## config.mk

```make
export PLATFORM = sky130hd
export DESIGN_NAME = atc_channel_ctrl
export DESIGN_NICKNAME = d
export VERILOG_FILES = /design/src/core/atc_pkg.sv /design/src/core/atc_sync.sv /design/src/core/atc_tick.sv /design/src/core/atc_channel_ctrl.sv
export SDC_FILE = /design/constraint.sdc
export NUM_CORES = 1
export LEC_CHECK = 0
export BUFFER_PORTS_ARGS = -buffer_cell sky130_fd_sc_hd__buf_2
export CAP_MARGIN = 20
export CORE_MARGIN = 2
export CORE_UTILIZATION = 38
export DETAILED_ROUTE_END_ITERATION = 16
export PLACE_DENSITY = 0.68
export RECOVER_POWER = 50
export SETUP_SLACK_MARGIN = 0.3
export SLEW_MARGIN = 30
export SYNTH_ARGS = -nofsm -noshare
export SYNTH_HDL_FRONTEND = slang
export SYNTH_SLANG_ARGS = --single-unit
export TNS_END_PERCENT = 1
```

## constraint.sdc

```tcl
create_clock -name clk_i -period 1.8 [get_ports clk_i]
set_input_delay 0.18 -clock clk_i [delete_from_list [all_inputs] [get_ports clk_i]]
set_output_delay 0.18 -clock clk_i [all_outputs]
set_load 0.05 [all_outputs]
```

## src/core/atc_pkg.sv

```systemverilog
// Shared constants and types for the AT channel signal control block
package atc_pkg;

  // ----------------------------------------------------------------
  // Timing
  // ----------------------------------------------------------------
  localparam int unsigned CLK_HZ = 40_000_000;
  localparam int unsigned AT_CLK_HZ = 8_000_000;
  // Channel clock enable period; rounded up so the channel never runs fast
  localparam int unsigned AT_DIV = (CLK_HZ + AT_CLK_HZ - 1) / AT_CLK_HZ;

  // ----------------------------------------------------------------
  // Register map (Wishbone byte addresses)
  // ----------------------------------------------------------------
  localparam int unsigned ADDR_W = 4;
  localparam logic [3:0] REG_CTRL = 4'h0;
  localparam logic [3:0] REG_STATUS = 4'h4;

  // Control register fields
  localparam int unsigned CTRL_NMI_EN_BIT = 0;
  localparam int unsigned CTRL_CHK_EN_BIT = 1;
  localparam int unsigned CTRL_IO_WAIT_LSB = 4;
  localparam int unsigned CTRL_MEM_WAIT_LSB = 8;
  localparam int unsigned WAIT_W = 4;
  localparam logic [31:0] CTRL_RESET = 32'h0000_0140;
  localparam logic [31:0] CTRL_MASK = 32'h0000_0FF3;

  // Status register fields
  localparam int unsigned STAT_CACHED_BIT = 0;
  localparam int unsigned STAT_FOREIGN_BIT = 1;
  localparam int unsigned STAT_NMI_BIT = 2;
  localparam int unsigned STAT_WIDE_BIT = 3;
  localparam int unsigned STAT_STATE_LSB = 4;

  // ----------------------------------------------------------------
  // Channel address
  // ----------------------------------------------------------------
  localparam int unsigned LA_W = 7;
  localparam logic [3:0] LOW_MEG_PAGE = 4'h0;

  // ----------------------------------------------------------------
  // Types
  // ----------------------------------------------------------------
  typedef enum logic [1:0] {
    KIND_CPU = 2'h0,
    KIND_DMA = 2'h1,
    KIND_REF = 2'h2
  } atc_kind_e;

  typedef enum logic [3:0] {
    ST_IDLE = 4'h1,
    ST_ADDR = 4'h2,
    ST_CMD = 4'h4,
    ST_DONE = 4'h8
  } atc_state_e;

endpackage

```

## src/core/atc_sync.sv

```systemverilog
// Two-stage synchroniser for a bundle of channel pins
`timescale 1ns/10ps
`default_nettype none
module atc_sync #(
  parameter int unsigned W = 1,
  parameter logic [W-1:0] INIT = '1
) (
  input wire logic clk_i,          // System clock
  input wire logic rst_i,          // Synchronous reset
  input wire logic [W-1:0] d_i,    // Asynchronous pin levels
  output logic [W-1:0] q_o         // Synchronised levels
);

  logic [W-1:0] meta_q;
  logic [W-1:0] sync_q;

  if (W < 1) begin : g_chk
    $error("atc_sync: width must be at least one");
  end

  // No reset: a strap must reach the core while reset is still held
  always_ff @(posedge clk_i) begin
    meta_q <= d_i;
    sync_q <= meta_q;
  end

  assign q_o = sync_q;

endmodule
`default_nettype wire

```

## src/core/atc_tick.sv

```systemverilog
// Divider that makes the channel clock enable pulse
`timescale 1ns/10ps
`default_nettype none
module atc_tick #(
  parameter int unsigned DIV = 5
) (
  input wire logic clk_i,  // System clock
  input wire logic rst_i,  // Synchronous reset
  output logic tick_o      // One-cycle enable every DIV cycles
);

  localparam int unsigned CW = (DIV > 1) ? $clog2(DIV) : 1;
  localparam logic [CW-1:0] LAST = CW'(DIV - 1);

  logic [CW-1:0] cnt_q;

  if (DIV < 2) begin : g_chk
    $error("atc_tick: divider must be at least two");
  end

  always_ff @(posedge clk_i) begin
    if (rst_i || cnt_q == LAST) begin
      cnt_q <= '0;
    end else begin
      cnt_q <= cnt_q + 1'b1;
    end
  end

  assign tick_o = (cnt_q == LAST);

endmodule
`default_nettype wire

```

## src/core/atc_channel_ctrl.sv

```systemverilog
// AT channel command, address, strobe and wait-state control
//
// Our own choices: the Wishbone register port and the register offsets.
`timescale 1ns/10ps
`default_nettype none
// How it works
// - NMI on channel check when both enables set
// - Channel ready low stretches the cycle
// - Ready high ends after programmed wait states
// - Drive channel ready for internal I/O accesses
// - I/O wide select makes a 16-bit cycle
// - I/O commands driven unless a master owns
// - Early address driven, master input, refresh floats
// - Foreign owner low means master owns bus
// - Memory wide select makes a 16-bit cycle
// - Memory read driven, held high in master refresh
// - Memory write driven unless a master owns
// - Refresh driven by us, master drives its own
// - High address always out, bit 16 master input
// - Byte high enable low wide, else inverse bit0
// - Address bit0 held low in wide DMA
// - CPU cycles drive bit0 and byte high enable
// - Address buffer direction or bit 15 by configuration
// - Data buffer direction follows transfer direction
// - Low-meg read strobe needs read and page zero
// - Low-meg write strobe needs write and page zero
// - Zero wait ends the cycle at once
// - Terminal count shown for the DMA channel
// - Strap sampled in reset picks configuration
module atc_channel_ctrl #(
  parameter int unsigned AT_DIV = atc_pkg::AT_DIV
) (
  input wire logic clk_i,                   // System clock, 40 MHz
  input wire logic rst_i,                   // Synchronous reset, active high
  // Wishbone slave
  input wire logic wb_cyc_i,                // Bus cycle
  input wire logic wb_stb_i,                // Strobe
  input wire logic wb_we_i,                 // Write enable
  input wire logic [atc_pkg::ADDR_W-1:0] wb_adr_i, // Byte address
  input wire logic [3:0] wb_sel_i,          // Byte lanes
  input wire logic [31:0] wb_dat_i,         // Write data
  output logic [31:0] wb_dat_o,             // Read data
  output logic wb_ack_o,                    // Acknowledge
  // Internal cycle request
  input wire logic req_valid_i,             // Cycle request
  output logic req_ready_o,                 // Request taken this cycle
  input wire logic [1:0] req_kind_i,        // CPU, DMA or refresh
  input wire logic req_io_i,                // I/O rather than memory
  input wire logic req_write_i,             // Write rather than read
  input wire logic req_wide_i,              // 16-bit DMA transfer
  input wire logic req_internal_i,          // I/O to on-chip peripherals
  input wire logic req_bhe_n_i,             // CPU byte high enable
  input wire logic [23:0] req_addr_i,       // Cycle address
  input wire logic dma_tc_i,                // DMA channel at terminal count
  output logic done_o,                      // Cycle finished pulse
  output logic wide_o,                      // Finished cycle was 16-bit
  // Channel pins
  input wire logic io_channel_check_n_i,    // Channel error
  input wire logic foreign_owner_n_i,       // Another master owns bus
  input wire logic zero_wait_n_i,           // End cycle now
  input wire logic io_wide_select_n_i,      // 16-bit I/O
  input wire logic mem_wide_select_n_i,     // 16-bit memory
  input wire logic config_strap_pin_i,      // Configuration strap
  input wire logic channel_ready_i,         // Ready pin in
  output logic channel_ready_o,             // Ready pin out
  output logic channel_ready_oe_o,          // Ready pin enable
  input wire logic io_read_cmd_n_i,         // I/O read in
  output logic io_read_cmd_n_o,             // I/O read out
  input wire logic io_write_cmd_n_i,        // I/O write in
  output logic io_write_cmd_n_o,            // I/O write out
  output logic io_cmd_oe_o,                 // I/O command enable
  input wire logic mem_read_cmd_n_i,        // Memory read in
  output logic mem_read_cmd_n_o,            // Memory read out
  output logic mem_read_oe_o,               // Memory read enable
  input wire logic mem_write_cmd_n_i,       // Memory write in
  output logic mem_write_cmd_n_o,           // Memory write out
  output logic mem_write_oe_o,              // Memory write enable
  input wire logic refresh_n_i,             // Refresh in
  output logic refresh_n_o,                 // Refresh out
  output logic refresh_oe_o,                // Refresh enable
  input wire logic [atc_pkg::LA_W-1:0] high_early_addr_i, // Early address in
  output logic [atc_pkg::LA_W-1:0] high_early_addr_o,     // Early address out
  output logic high_early_addr_oe_o,        // Early address enable
  output logic [2:0] sys_addr_high_o,       // System address 19..17
  input wire logic sys_addr_bit16_i,        // Address 16 in
  output logic sys_addr_bit16_o,            // Address 16 out
  output logic sys_addr_bit16_oe_o,         // Address 16 enable
  input wire logic addr_bit0_i,             // Address 0 in
  output logic addr_bit0_o,                 // Address 0 out
  output logic addr_bit0_oe_o,              // Address 0 enable
  input wire logic byte_high_enable_n_i,    // Byte high enable in
  output logic byte_high_enable_n_o,        // Byte high enable out
  output logic byte_high_enable_oe_o,       // Byte high enable enable
  output logic addr_buffer_dir_o,           // Buffer direction or bit 15
  output logic [1:0] data_buffer_dir_o,     // Data buffer direction
  output logic low_meg_read_n_o,            // Low-meg read strobe
  output logic low_meg_write_n_o,           // Low-meg write strobe
  output logic terminal_count_o,            // DMA terminal count
  output logic nmi_o                        // Non-maskable interrupt
);

  // ----------------------------------------------------------------
  // Pin synchronisers and channel clock enable
  // ----------------------------------------------------------------
  localparam int unsigned SW = 14 + atc_pkg::LA_W;

  logic [SW-1:0] pins_s;
  logic chk_n_s, foreign_n_s, zws_n_s, ready_s, iow16_n_s, memw16_n_s, strap_s;
  logic ior_in_s, iow_in_s, mem_read_cmd_n_in_s, mem_write_cmd_n_in_s, ref_in_s, sys_addr_bit16_in_s, sa0_in_s;
  logic [atc_pkg::LA_W-1:0] la_in_s;
  logic at_tick;

  if (AT_DIV < 2) begin : g_chk
    $error("atc_channel_ctrl: channel clock divider too small");
  end

  atc_sync #(.W(SW), .INIT({SW{1'b1}})) u_sync (
    .clk_i(clk_i),
    .rst_i(rst_i),
    .d_i({io_channel_check_n_i, foreign_owner_n_i, zero_wait_n_i, channel_ready_i,
          io_wide_select_n_i, mem_wide_select_n_i, config_strap_pin_i,
          io_read_cmd_n_i, io_write_cmd_n_i, mem_read_cmd_n_i, mem_write_cmd_n_i,
          refresh_n_i, sys_addr_bit16_i, addr_bit0_i, high_early_addr_i}),
    .q_o(pins_s)
  );

  assign {chk_n_s, foreign_n_s, zws_n_s, ready_s, iow16_n_s, memw16_n_s, strap_s,
          ior_in_s, iow_in_s, mem_read_cmd_n_in_s, mem_write_cmd_n_in_s, ref_in_s, sys_addr_bit16_in_s, sa0_in_s,
          la_in_s} = pins_s;

  atc_tick #(.DIV(AT_DIV)) u_tick (
    .clk_i(clk_i),
    .rst_i(rst_i),
    .tick_o(at_tick)
  );

  // ----------------------------------------------------------------
  // Configuration strap and bus ownership
  // ----------------------------------------------------------------
  logic cached_q;
  wire master = ~foreign_n_s;

  // Strap is followed while reset is held and frozen at release
  always_ff @(posedge clk_i) begin
    if (rst_i) begin
      cached_q <= ~strap_s;
    end
  end

  // ----------------------------------------------------------------
  // Register file
  // ----------------------------------------------------------------
  logic [31:0] ctrl_q;
  logic [31:0] wb_dat_q;
  logic wb_ack_q;
  logic nmi_q;

  wire wb_req = wb_cyc_i & wb_stb_i & ~wb_ack_q;
  wire sel_ctrl = (wb_adr_i == atc_pkg::REG_CTRL);
  wire sel_stat = (wb_adr_i == atc_pkg::REG_STATUS);
  wire [31:0] wmask = {{8{wb_sel_i[3]}}, {8{wb_sel_i[2]}}, {8{wb_sel_i[1]}}, {8{wb_sel_i[0]}}};
  wire [31:0] ctrl_d = ((ctrl_q & ~wmask) | (wb_dat_i & wmask)) & atc_pkg::CTRL_MASK;
  wire nmi_en = ctrl_q[atc_pkg::CTRL_NMI_EN_BIT];
  wire chk_en = ctrl_q[atc_pkg::CTRL_CHK_EN_BIT];
  wire [atc_pkg::WAIT_W-1:0] io_waits = ctrl_q[atc_pkg::CTRL_IO_WAIT_LSB +: atc_pkg::WAIT_W];
  wire [atc_pkg::WAIT_W-1:0] mem_waits = ctrl_q[atc_pkg::CTRL_MEM_WAIT_LSB +: atc_pkg::WAIT_W];

  logic [31:0] status;
  logic wide_q;
  atc_pkg::atc_state_e state_q;

  always_comb begin
    status = '0;
    status[atc_pkg::STAT_CACHED_BIT] = cached_q;
    status[atc_pkg::STAT_FOREIGN_BIT] = master;
    status[atc_pkg::STAT_NMI_BIT] = nmi_q;
    status[atc_pkg::STAT_WIDE_BIT] = wide_q;
    status[atc_pkg::STAT_STATE_LSB +: 4] = state_q;
  end

  wire [31:0] rd_data = sel_ctrl ? ctrl_q : (sel_stat ? status : 32'h0000_0000);

  always_ff @(posedge clk_i) begin
    if (rst_i) begin
      ctrl_q <= atc_pkg::CTRL_RESET;
      wb_ack_q <= 1'b0;
      wb_dat_q <= '0;
    end else begin
      wb_ack_q <= wb_req;
      if (wb_req && !wb_we_i) begin
        wb_dat_q <= rd_data;
      end
      if (wb_req && wb_we_i && sel_ctrl) begin
        ctrl_q <= ctrl_d;
      end
    end
  end

  assign wb_ack_o = wb_ack_q;
  assign wb_dat_o = wb_dat_q;

  // ----------------------------------------------------------------
  // Channel check NMI
  // ----------------------------------------------------------------
  always_ff @(posedge clk_i) begin
    if (rst_i) begin
      nmi_q <= 1'b0;
    end else begin
      nmi_q <= nmi_en & chk_en & ~chk_n_s;
    end
  end

  assign nmi_o = nmi_q;

  // ----------------------------------------------------------------
  // Cycle sequencer
  // ----------------------------------------------------------------
  logic [1:0] kind_q;
  logic io_q, write_q, dma_wide_q, internal_q, bhe_n_q, done_q;
  logic [23:0] addr_q;
  logic [atc_pkg::WAIT_W-1:0] wait_q;

  wire busy = (state_q == atc_pkg::ST_ADDR) || (state_q == atc_pkg::ST_CMD);
  wire in_cmd = (state_q == atc_pkg::ST_CMD);
  wire is_dma = (kind_q == atc_pkg::KIND_DMA);
  wire is_ref = (kind_q == atc_pkg::KIND_REF);
  wire is_cpu = (kind_q == atc_pkg::KIND_CPU);
  wire chan_wide = io_q ? ~iow16_n_s : ~memw16_n_s;
  wire wide_now = is_dma ? dma_wide_q : (~is_ref & chan_wide);
  wire [atc_pkg::WAIT_W-1:0] waits = io_q ? io_waits : mem_waits;
  wire take = req_ready_o & req_valid_i;

  assign req_ready_o = (state_q == atc_pkg::ST_IDLE) & ~master;

  always_ff @(posedge clk_i) begin
    if (rst_i) begin
      state_q <= atc_pkg::ST_IDLE;
      kind_q <= atc_pkg::KIND_CPU;
      io_q <= 1'b0;
      write_q <= 1'b0;
      dma_wide_q <= 1'b0;
      internal_q <= 1'b0;
      bhe_n_q <= 1'b1;
      addr_q <= '0;
      wait_q <= '0;
      wide_q <= 1'b0;
      done_q <= 1'b0;
    end else begin
      done_q <= 1'b0;
      unique case (state_q)
        atc_pkg::ST_IDLE: begin
          if (take) begin
            kind_q <= req_kind_i;
            io_q <= req_io_i;
            write_q <= req_write_i;
            dma_wide_q <= req_wide_i;
            internal_q <= req_internal_i;
            bhe_n_q <= req_bhe_n_i;
            addr_q <= req_addr_i;
            state_q <= atc_pkg::ST_ADDR;
          end
        end
        atc_pkg::ST_ADDR: begin
          if (at_tick) begin
            wait_q <= waits;
            state_q <= atc_pkg::ST_CMD;
          end
        end
        atc_pkg::ST_CMD: begin
          if (at_tick) begin
            if (!ready_s && !channel_ready_oe_o) begin
              state_q <= atc_pkg::ST_CMD;
            end else if (!zws_n_s || wait_q == '0) begin
              state_q <= atc_pkg::ST_DONE;
              done_q <= 1'b1;
              wide_q <= wide_now;
            end else begin
              wait_q <= wait_q - 1'b1;
            end
          end
        end
        atc_pkg::ST_DONE: begin
          state_q <= atc_pkg::ST_IDLE;
        end
        default: begin
          state_q <= atc_pkg::ST_IDLE;
        end
      endcase
    end
  end

  assign done_o = done_q;
  assign wide_o = wide_q;

  // ----------------------------------------------------------------
  // Command, address and direction pins
  // ----------------------------------------------------------------
  wire own = ~master;
  wire my_ior = in_cmd & io_q & ~write_q & ~is_ref;
  wire my_iow = in_cmd & io_q & write_q & ~is_ref;
  wire my_mem_read_cmd_n = in_cmd & ((~io_q & ~write_q) | is_ref);
  wire my_mem_write_cmd_n = in_cmd & ~io_q & write_q & ~is_ref;
  wire master_ref = master & ~ref_in_s;

  assign io_cmd_oe_o = own;
  assign io_read_cmd_n_o = ~my_ior;
  assign io_write_cmd_n_o = ~my_iow;
  assign mem_read_oe_o = own | master_ref;
  assign mem_read_cmd_n_o = master ? 1'b1 : ~my_mem_read_cmd_n;
  assign mem_write_oe_o = own;
  assign mem_write_cmd_n_o = ~my_mem_write_cmd_n;
  assign refresh_oe_o = own;
  assign refresh_n_o = ~(busy & is_ref);

  assign high_early_addr_oe_o = own & ~(busy & is_ref);
  assign high_early_addr_o = addr_q[23:17];
  assign sys_addr_high_o = addr_q[19:17];
  assign sys_addr_bit16_oe_o = own;
  assign sys_addr_bit16_o = addr_q[16];

  // Byte steering: CPU passes its own enable, DMA and masters follow width
  wire master_wide = ~iow16_n_s | ~memw16_n_s;
  wire dma_wide_cyc = is_dma & dma_wide_q;
  assign addr_bit0_oe_o = own;
  assign addr_bit0_o = dma_wide_cyc ? 1'b0 : addr_q[0];
  assign byte_high_enable_oe_o = 1'b1;
  assign byte_high_enable_n_o = master ? (master_wide ? 1'b0 : ~sa0_in_s) :
                                is_cpu ? bhe_n_q :
                                is_dma ? (dma_wide_q ? 1'b0 : ~addr_q[0]) : 1'b1;

  assign addr_buffer_dir_o = cached_q ? own : addr_q[15];
  wire drive_out = own ? write_q : ~(ior_in_s & mem_read_cmd_n_in_s);
  assign data_buffer_dir_o = {2{drive_out}};

  // ----------------------------------------------------------------
  // Ready drive, low-meg strobes, terminal count
  // ----------------------------------------------------------------
  assign channel_ready_oe_o = busy & io_q & internal_q & own;
  assign channel_ready_o = in_cmd & (wait_q == '0);

  logic lmr_n_q, lmw_n_q, tc_q;
  wire [3:0] page = master ? la_in_s[6:3] : addr_q[23:20];
  wire page0 = (page == atc_pkg::LOW_MEG_PAGE);
  wire mem_read_cmd_n_act = master ? ~mem_read_cmd_n_in_s : my_mem_read_cmd_n;
  wire mem_write_cmd_n_act = master ? ~mem_write_cmd_n_in_s : my_mem_write_cmd_n;

  always_ff @(posedge clk_i) begin
    if (rst_i) begin
      lmr_n_q <= 1'b1;
      lmw_n_q <= 1'b1;
      tc_q <= 1'b0;
    end else begin
      lmr_n_q <= ~(mem_read_cmd_n_act & page0);
      lmw_n_q <= ~(mem_write_cmd_n_act & page0);
      tc_q <= dma_tc_i & is_dma & busy;
    end
  end

  assign low_meg_read_n_o = lmr_n_q;
  assign low_meg_write_n_o = lmw_n_q;
  assign terminal_count_o = tc_q;
endmodule
`default_nettype wire

```

==> flow_metrics.env, run 1 <==
export IMPL_synth_top_area_share_pct=49.7
export IMPL_max_stage_delay_ps=560
export IMPL_clock_sinks=90
export IMPL_final_cells=621
export IMPL_yosysTopAreaCell="dfxtp_1"
export IMPL_fill_cells=855
export IMPL_synth_cells=376
export IMPL_hp_class="input pin to flip-flop"
export IMPL_p_leak_uw=0.00202
export IMPL_register_area_sq_mm=0.00183
export IMPL_arrival_ps=1790
export IMPL_cp_max_fo=4
export IMPL_wl_per_cell_um=13.7
export IMPL_multi_input_area_sq_mm=0.00154
export IMPL_async_flop_share_pct=0
export IMPL_grt_usage_pct=16.6
export IMPL_ir_drop_mv=0.599
export IMPL_gp_congestion=0.828
export IMPL_synth_distinct_cells=60
export IMPL_power_frac_seq_pct=50.4
export IMPL_clock_latency_ps=360
export IMPL_numPortBuffers=105
export IMPL_final_min_clock_period_ps=1970
export IMPL_postSynthAreaPerCell_sq_um=9.53
export IMPL_layout_setup_ws_ps=-173
export IMPL_drive_above_1_share_pct=31.6
export IMPL_boundaryPins=171
export IMPL_clk_path_buf_depth=2
export IMPL_fin_setup_tns_ps=-805
export IMPL_gr_total_overflow=0
export IMPL_cell_internal_pwr_uw=2980
export IMPL_drt_iter0_drc=122
export IMPL_p_per_area_mw_per_mm2=899
export IMPL_die_h_um=101
export IMPL_swShare_pct=29.8
export IMPL_fin_crit_sh_pct=110
export IMPL_synth_top_flop_cell="dfxtp_1"
export IMPL_maxSlewHeadroom_pct=17.3
export IMPL_wl_mm=8.50
export IMPL_fmax_mhz=507
export IMPL_violations="negative setup slack"
export IMPL_path_class="flip-flop to primary output"
export IMPL_drc=0
export IMPL_grt_pass1_vias=2886
export IMPL_cts_tree="built"
export IMPL_comb_power_share_pct=17.3
export IMPL_final_nets=608
export IMPL_cts_buffers=9
export IMPL_grt_setup_unrepaired="true"
export IMPL_antennaDiodeCount=0
export IMPL_clk_pin_slew_ps=90
export IMPL_die_x_um=101
export IMPL_slew_viol_final=0
export IMPL_fin_skew_ps=15.2
export IMPL_path_cells="or4b_4 > nor2_4 > buf_6 > nand3b_1 > buf_6"
export IMPL_grt_max_degree=60
export IMPL_die_area_sq_mm=0.0102
export IMPL_crit_top_cell="buf_6"
export IMPL_status="complete, but fails checks"
export IMPL_seq_area_frac_synth_pct=50.6
export IMPL_area_delta_synth_final_pct=32.0
export IMPL_htreeDepth=3
export IMPL_core_sq_mm=0.00920
export IMPL_vias=3004
export IMPL_endpoint_kind="primary output"
export IMPL_setup_violations=9
export IMPL_synth_area_sq_mm=0.00358
export IMPL_grt_pass1_wl_mm=13.3
export IMPL_clkPwrFrac_pct=32.3
export IMPL_yosys_top_cells_area="dfxtp_1 50%, buf_4 7.8%, nand2_1 4.6%"
export IMPL_hold_violations=0
export IMPL_rows=35
export IMPL_routed_via_density=4.84
export IMPL_hpwlAfterDp_mm=6.15
export IMPL_root_buffer="clkbuf_8"
export IMPL_ant_nets=0
export IMPL_antenna_found_initial=0
export IMPL_ys_seq_elements=90
export IMPL_p_sw_uw=1270
export IMPL_crit_slowest_cell="or4b_4"
export IMPL_place_inst=586
export IMPL_dr_pass1_iters=4
export IMPL_required_ps=1620
export IMPL_tightest_slew_ps=1240
export IMPL_synth_edf_count=1
export IMPL_cap_violations=0
export IMPL_synthesis_yosys_warnings=0
export IMPL_critPathLaunchType="flip-flop"
export IMPL_initial_utilization_pct=39.0
[layout by cell type, fill, tap and decap left out, drive strengths merged, types with 12 or more instances in the layout]
cell type / Yosys / routed
buf: 44 / 108
dfxtp: 89 / 89
nand2: 44 / 44
clkbuf: 9 / 39
nor2: 35 / 35
a21oi: 22 / 22
conb: 2 / 21
dlygate4sd3: 0 / 16
mux2i: 14 / 14
nor3: 12 / 12
[cells by family after synthesis]
kind of cell	after synthesis	share of synthesized area, %
other	2	0.210
muxes	17	4.85
buffers and inverters	63	11.0
AOI/OAI and AO/OA	64	12.2
DFF	90	50.6
and+or+nand+nor	136	19.9
xor gates and xnor gates	1	0.245
adders and majority gates	3	1.05
[final timing paths]
check,to,slack [ps],depth (start not counted),from
worst min-delay path,addr_q[0],60,3,req_addr_i[0]
worst max register to register,wait_q[3],-80,4,state_q[1]
worst max-delay path,io_read_cmd_n_o,-170,5,state_q[1]
worst min register to register,u_sync.q_o[20],330,0,u_sync.meta_q[20]
[final cells by class]
type                            count  area share, %
Clock buffer                       11           2.78
Clock inverter                      5           1.32
Inverter                           10          0.847
Multi-Input combinational cell    242           32.6
Sequential cell                    90           38.7
Tap cell                          111           2.94
Timing Repair Buffer              152           20.8
[per-stage QoR]
stage               power (uW)  area (sq um)  hold slack, ps  worst slack (ps)  utilization, %
floorplan                 2690          3660             208              -382               -
global placement          2850          4220             282             -83.4            45.9
detailed placement        2860          4220             284              -116            45.9
CTS                       4260          4680            41.2              -171            50.9
global route              4430          4730            51.3              -233            51.4
finish                    4250          4730            57.3              -173            51.4
[worst max-delay path: cells and delay by family, from the launching register on]
family	cells	cell delay (ps)
buffers and inverters	2	270
and+or+nand+nor	3	800
DFF	1	360
[per-layer routing]
layer	GRT usage (%)	vias to the layer above	share of wire, %
met2	28.2	96	49
met5	0	-	0
li1	-	1504	-
met3	4.58	14	5.7
met1	20.7	1390	44
met4	4.68	0	1.4
[power groups by stage]
stage / clock network (uW) / logic, uW / registers (uW)
after global placement: 0 / 668 / 2180
after detailed placement: 0 / 679 / 2180
final: 1370 / 737 / 2140
after global routing: 1490 / 785 / 2150
after floorplan: 0 / 474 / 2220
after CTS: 1400 / 724 / 2140
[repair_timing]
item / in CTS / in global routing
pin swaps: 4 / 8
setup buffers: 1 / 2
setup endpoints to repair: 49 / 44
hold buffers: 16 / 0
hold endpoints to repair: 16 / 0
gates resized for setup: 35 / 23
[synth_stat cells (2+ instances only)]
master / instances
dfxtp_1: 89
or4_1: 2
a21oi_1: 22
mux2i_1: 14
mux2_2: 3
a211oi_1: 3
a22oi_1: 6
a31oi_1: 5
nor3_1: 12
buf_2: 2
clkbuf_1: 9
nand3_1: 7
inv_1: 10
nand4_2: 2
nor4bb_1: 2
nor2_1: 34
nor4b_1: 2
or3_1: 2
and3b_1: 2
buf_6: 2
ha_1: 3
and2_1: 4
nor2b_1: 4
buf_1: 3
o21ai_0: 7
a211o_1: 2
nand2_1: 44
conb_1: 2
buf_4: 37
a221oi_1: 6
nand3b_1: 5
Note: power is estimated with default switching activity, not from simulation.
==> run 2: changes to the inputs <==
Settings changed: REMOVE_ABC_BUFFERS set to 1, SETUP_SLACK_MARGIN 0.3 to not set.
==> flow_metrics.env, run 2 (synthesis gave the netlist of run 1 again) <==
export IMPL_drc=0
export IMPL_htreeDepth=3
export IMPL_p_sw_uw=1250
export IMPL_maxSlewHeadroom_pct=22.6
export IMPL_final_nets=607
export IMPL_fin_skew_ps=7.74
export IMPL_whs_ps=44.3
export IMPL_p_total_uw=4350
export IMPL_core_sq_mm=0.00920
export IMPL_arrival_ps=1680
export IMPL_setup_violations=4
export IMPL_path_class="flip-flop to primary output"
export IMPL_fin_crit_sh_pct=103
export IMPL_grt_pass1_vias=2907
export IMPL_grt_setup_unrepaired="true"
export IMPL_die_x_um=101
export IMPL_status="complete, but fails checks"
export IMPL_clk_pin_slew_ps=90
export IMPL_place_area_sq_mm=0.00419
export IMPL_endpoint_kind="primary output"
export IMPL_wl_mm=8.12
export IMPL_cts_buffers=9
export IMPL_wl_per_cell_um=13.1
export IMPL_cp_max_fo=3
export IMPL_swShare_pct=28.8
export IMPL_layout_setup_ws_ps=-57.3
export IMPL_hold_violations=0
export IMPL_p_per_area_mw_per_mm2=935
export IMPL_critPathLaunchType="flip-flop"
export IMPL_slew_viol_final=0
export IMPL_dr_pass1_iters=4
export IMPL_required_ps=1620
export IMPL_fin_setup_tns_ps=-178
export IMPL_numPortBuffers=105
export IMPL_power_frac_seq_pct=49.0
export IMPL_fmax_mhz=538
export IMPL_rows=35
export IMPL_clk_path_buf_depth=2
export IMPL_clock_latency_ps=360
export IMPL_grt_usage_pct=16.5
export IMPL_cts_tree="built"
export IMPL_gp_congestion=0.811
export IMPL_hpwlAfterDp_mm=5.94
export IMPL_area_delta_synth_final_pct=29.9
export IMPL_drt_iter0_drc=153
export IMPL_gr_total_overflow=0
export IMPL_grt_max_degree=27
export IMPL_pre_cts_ws_ps=-124
export IMPL_final_cell_mix="84 x dfxtp_1, 70 x buf_2, 44 x nand2_1"
export IMPL_clkPwrFrac_pct=35.3
export IMPL_ant_nets=0
export IMPL_die_area_sq_mm=0.0102
export IMPL_stdcell_area_sq_mm=0.00465
export IMPL_tightest_slew_ps=1160
export IMPL_cell_internal_pwr_uw=3090
export IMPL_p_leak_uw=0.00202
export IMPL_antennaDiodeCount=0
export IMPL_antenna_found_initial=0
export IMPL_grt_pass1_wl_mm=13.2
export IMPL_root_buffer="clkbuf_8"
export IMPL_vias=3009
export IMPL_comb_power_share_pct=15.7
export IMPL_routed_via_density=4.85
export IMPL_initial_utilization_pct=39.0
export IMPL_cap_violations=0
export IMPL_violations="negative setup slack"
export IMPL_hp_class="input pin to flip-flop"
export IMPL_final_min_clock_period_ps=1860
export IMPL_boundaryPins=171
export IMPL_final_common_cell="dfxtp_1"
export IMPL_clock_sinks=90
export IMPL_die_h_um=101
export IMPL_drive_above_1_share_pct=29.5
export IMPL_ir_drop_mv=0.686
[run 2: cell count changes in the layout (fill, tap and decap cells not counted), sizes merged]
cell | previous run | this run
bufinv | 1 | 2
clkinvlp | 2 | 0
inv | 11 | 14
buf | 108 | 107
clkbuf | 39 | 37
[run 2: path summary, 6_finish.rpt]
kind	startpoint	to	slack [ps]	depth (start not counted)
min	req_addr_i[0]	addr_q[0]	40	3
min reg2reg	u_sync.meta_q[7]	u_sync.q_o[7]	330	0
max	state_q[3]	mem_write_cmd_n_o	-60	4
max reg2reg	wait_q[0]	wide_o	10	6
[run 2: area by class of cell]
| cell class | count | area [sq um] |
|---|---|---|
| Sequential cell | 90 | 1820 |
| Fill cell | 880 | 4540 |
| Tap cell | 111 | 139 |
| Multi-Input combinational cell | 242 | 1500 |
| Inverter | 10 | 37.5 |
| Clock inverter | 7 | 97.6 |
| Clock buffer | 9 | 124 |
| Timing Repair Buffer | 151 | 937 |
[run 2: through the flow]
step	cells	util, %
CTS	620	51.0
finish	620	50.6
global route	620	50.6
floorplan	342	-
detailed placement	587	45.6
global placement	587	45.6
[run 2: what timing repair did]
| action | 4_1_cts | 5_1_grt |
|---|---|---|
| resized for setup | 27 | 5 |
| hold buffers | 16 | 0 |
| endpoints found under the setup margin | 9 | 14 |
| buffers inserted | 1 | 0 |
| endpoints found under the hold margin | 16 | 0 |
| pin swaps | 4 | 2 |
[run 2: power groups by stage]
stage | clock [uW] | sequential [uW] | combinational (uW)
after global routing | 1660 | 2140 | 738
after detailed placement | 0 | 2180 | 656
final | 1530 | 2130 | 685
after CTS | 1570 | 2130 | 697
after global placement | 0 | 2170 | 648
after floorplan | 0 | 2290 | 307
[run 2: metal layers]
| metal | vias to the layer above | global-route usage (%) | routed length, um |
|---|---|---|---|
| li1 | 1506 | - | - |
| met1 | 1413 | 19.0 | 3450 |
| met2 | 83 | 28.6 | 4080 |
| met3 | 7 | 5.69 | 512 |
| met4 | 0 | 5.09 | 78 |
| met5 | - | 0 | 0 |
[run 2: worst max-delay path, cell delays in order, from the launching register on]
cell      delay [ps]
dfxtp_1          320
or4b_4           580
nor2_4           120
nand3b_1         130
buf_6            180
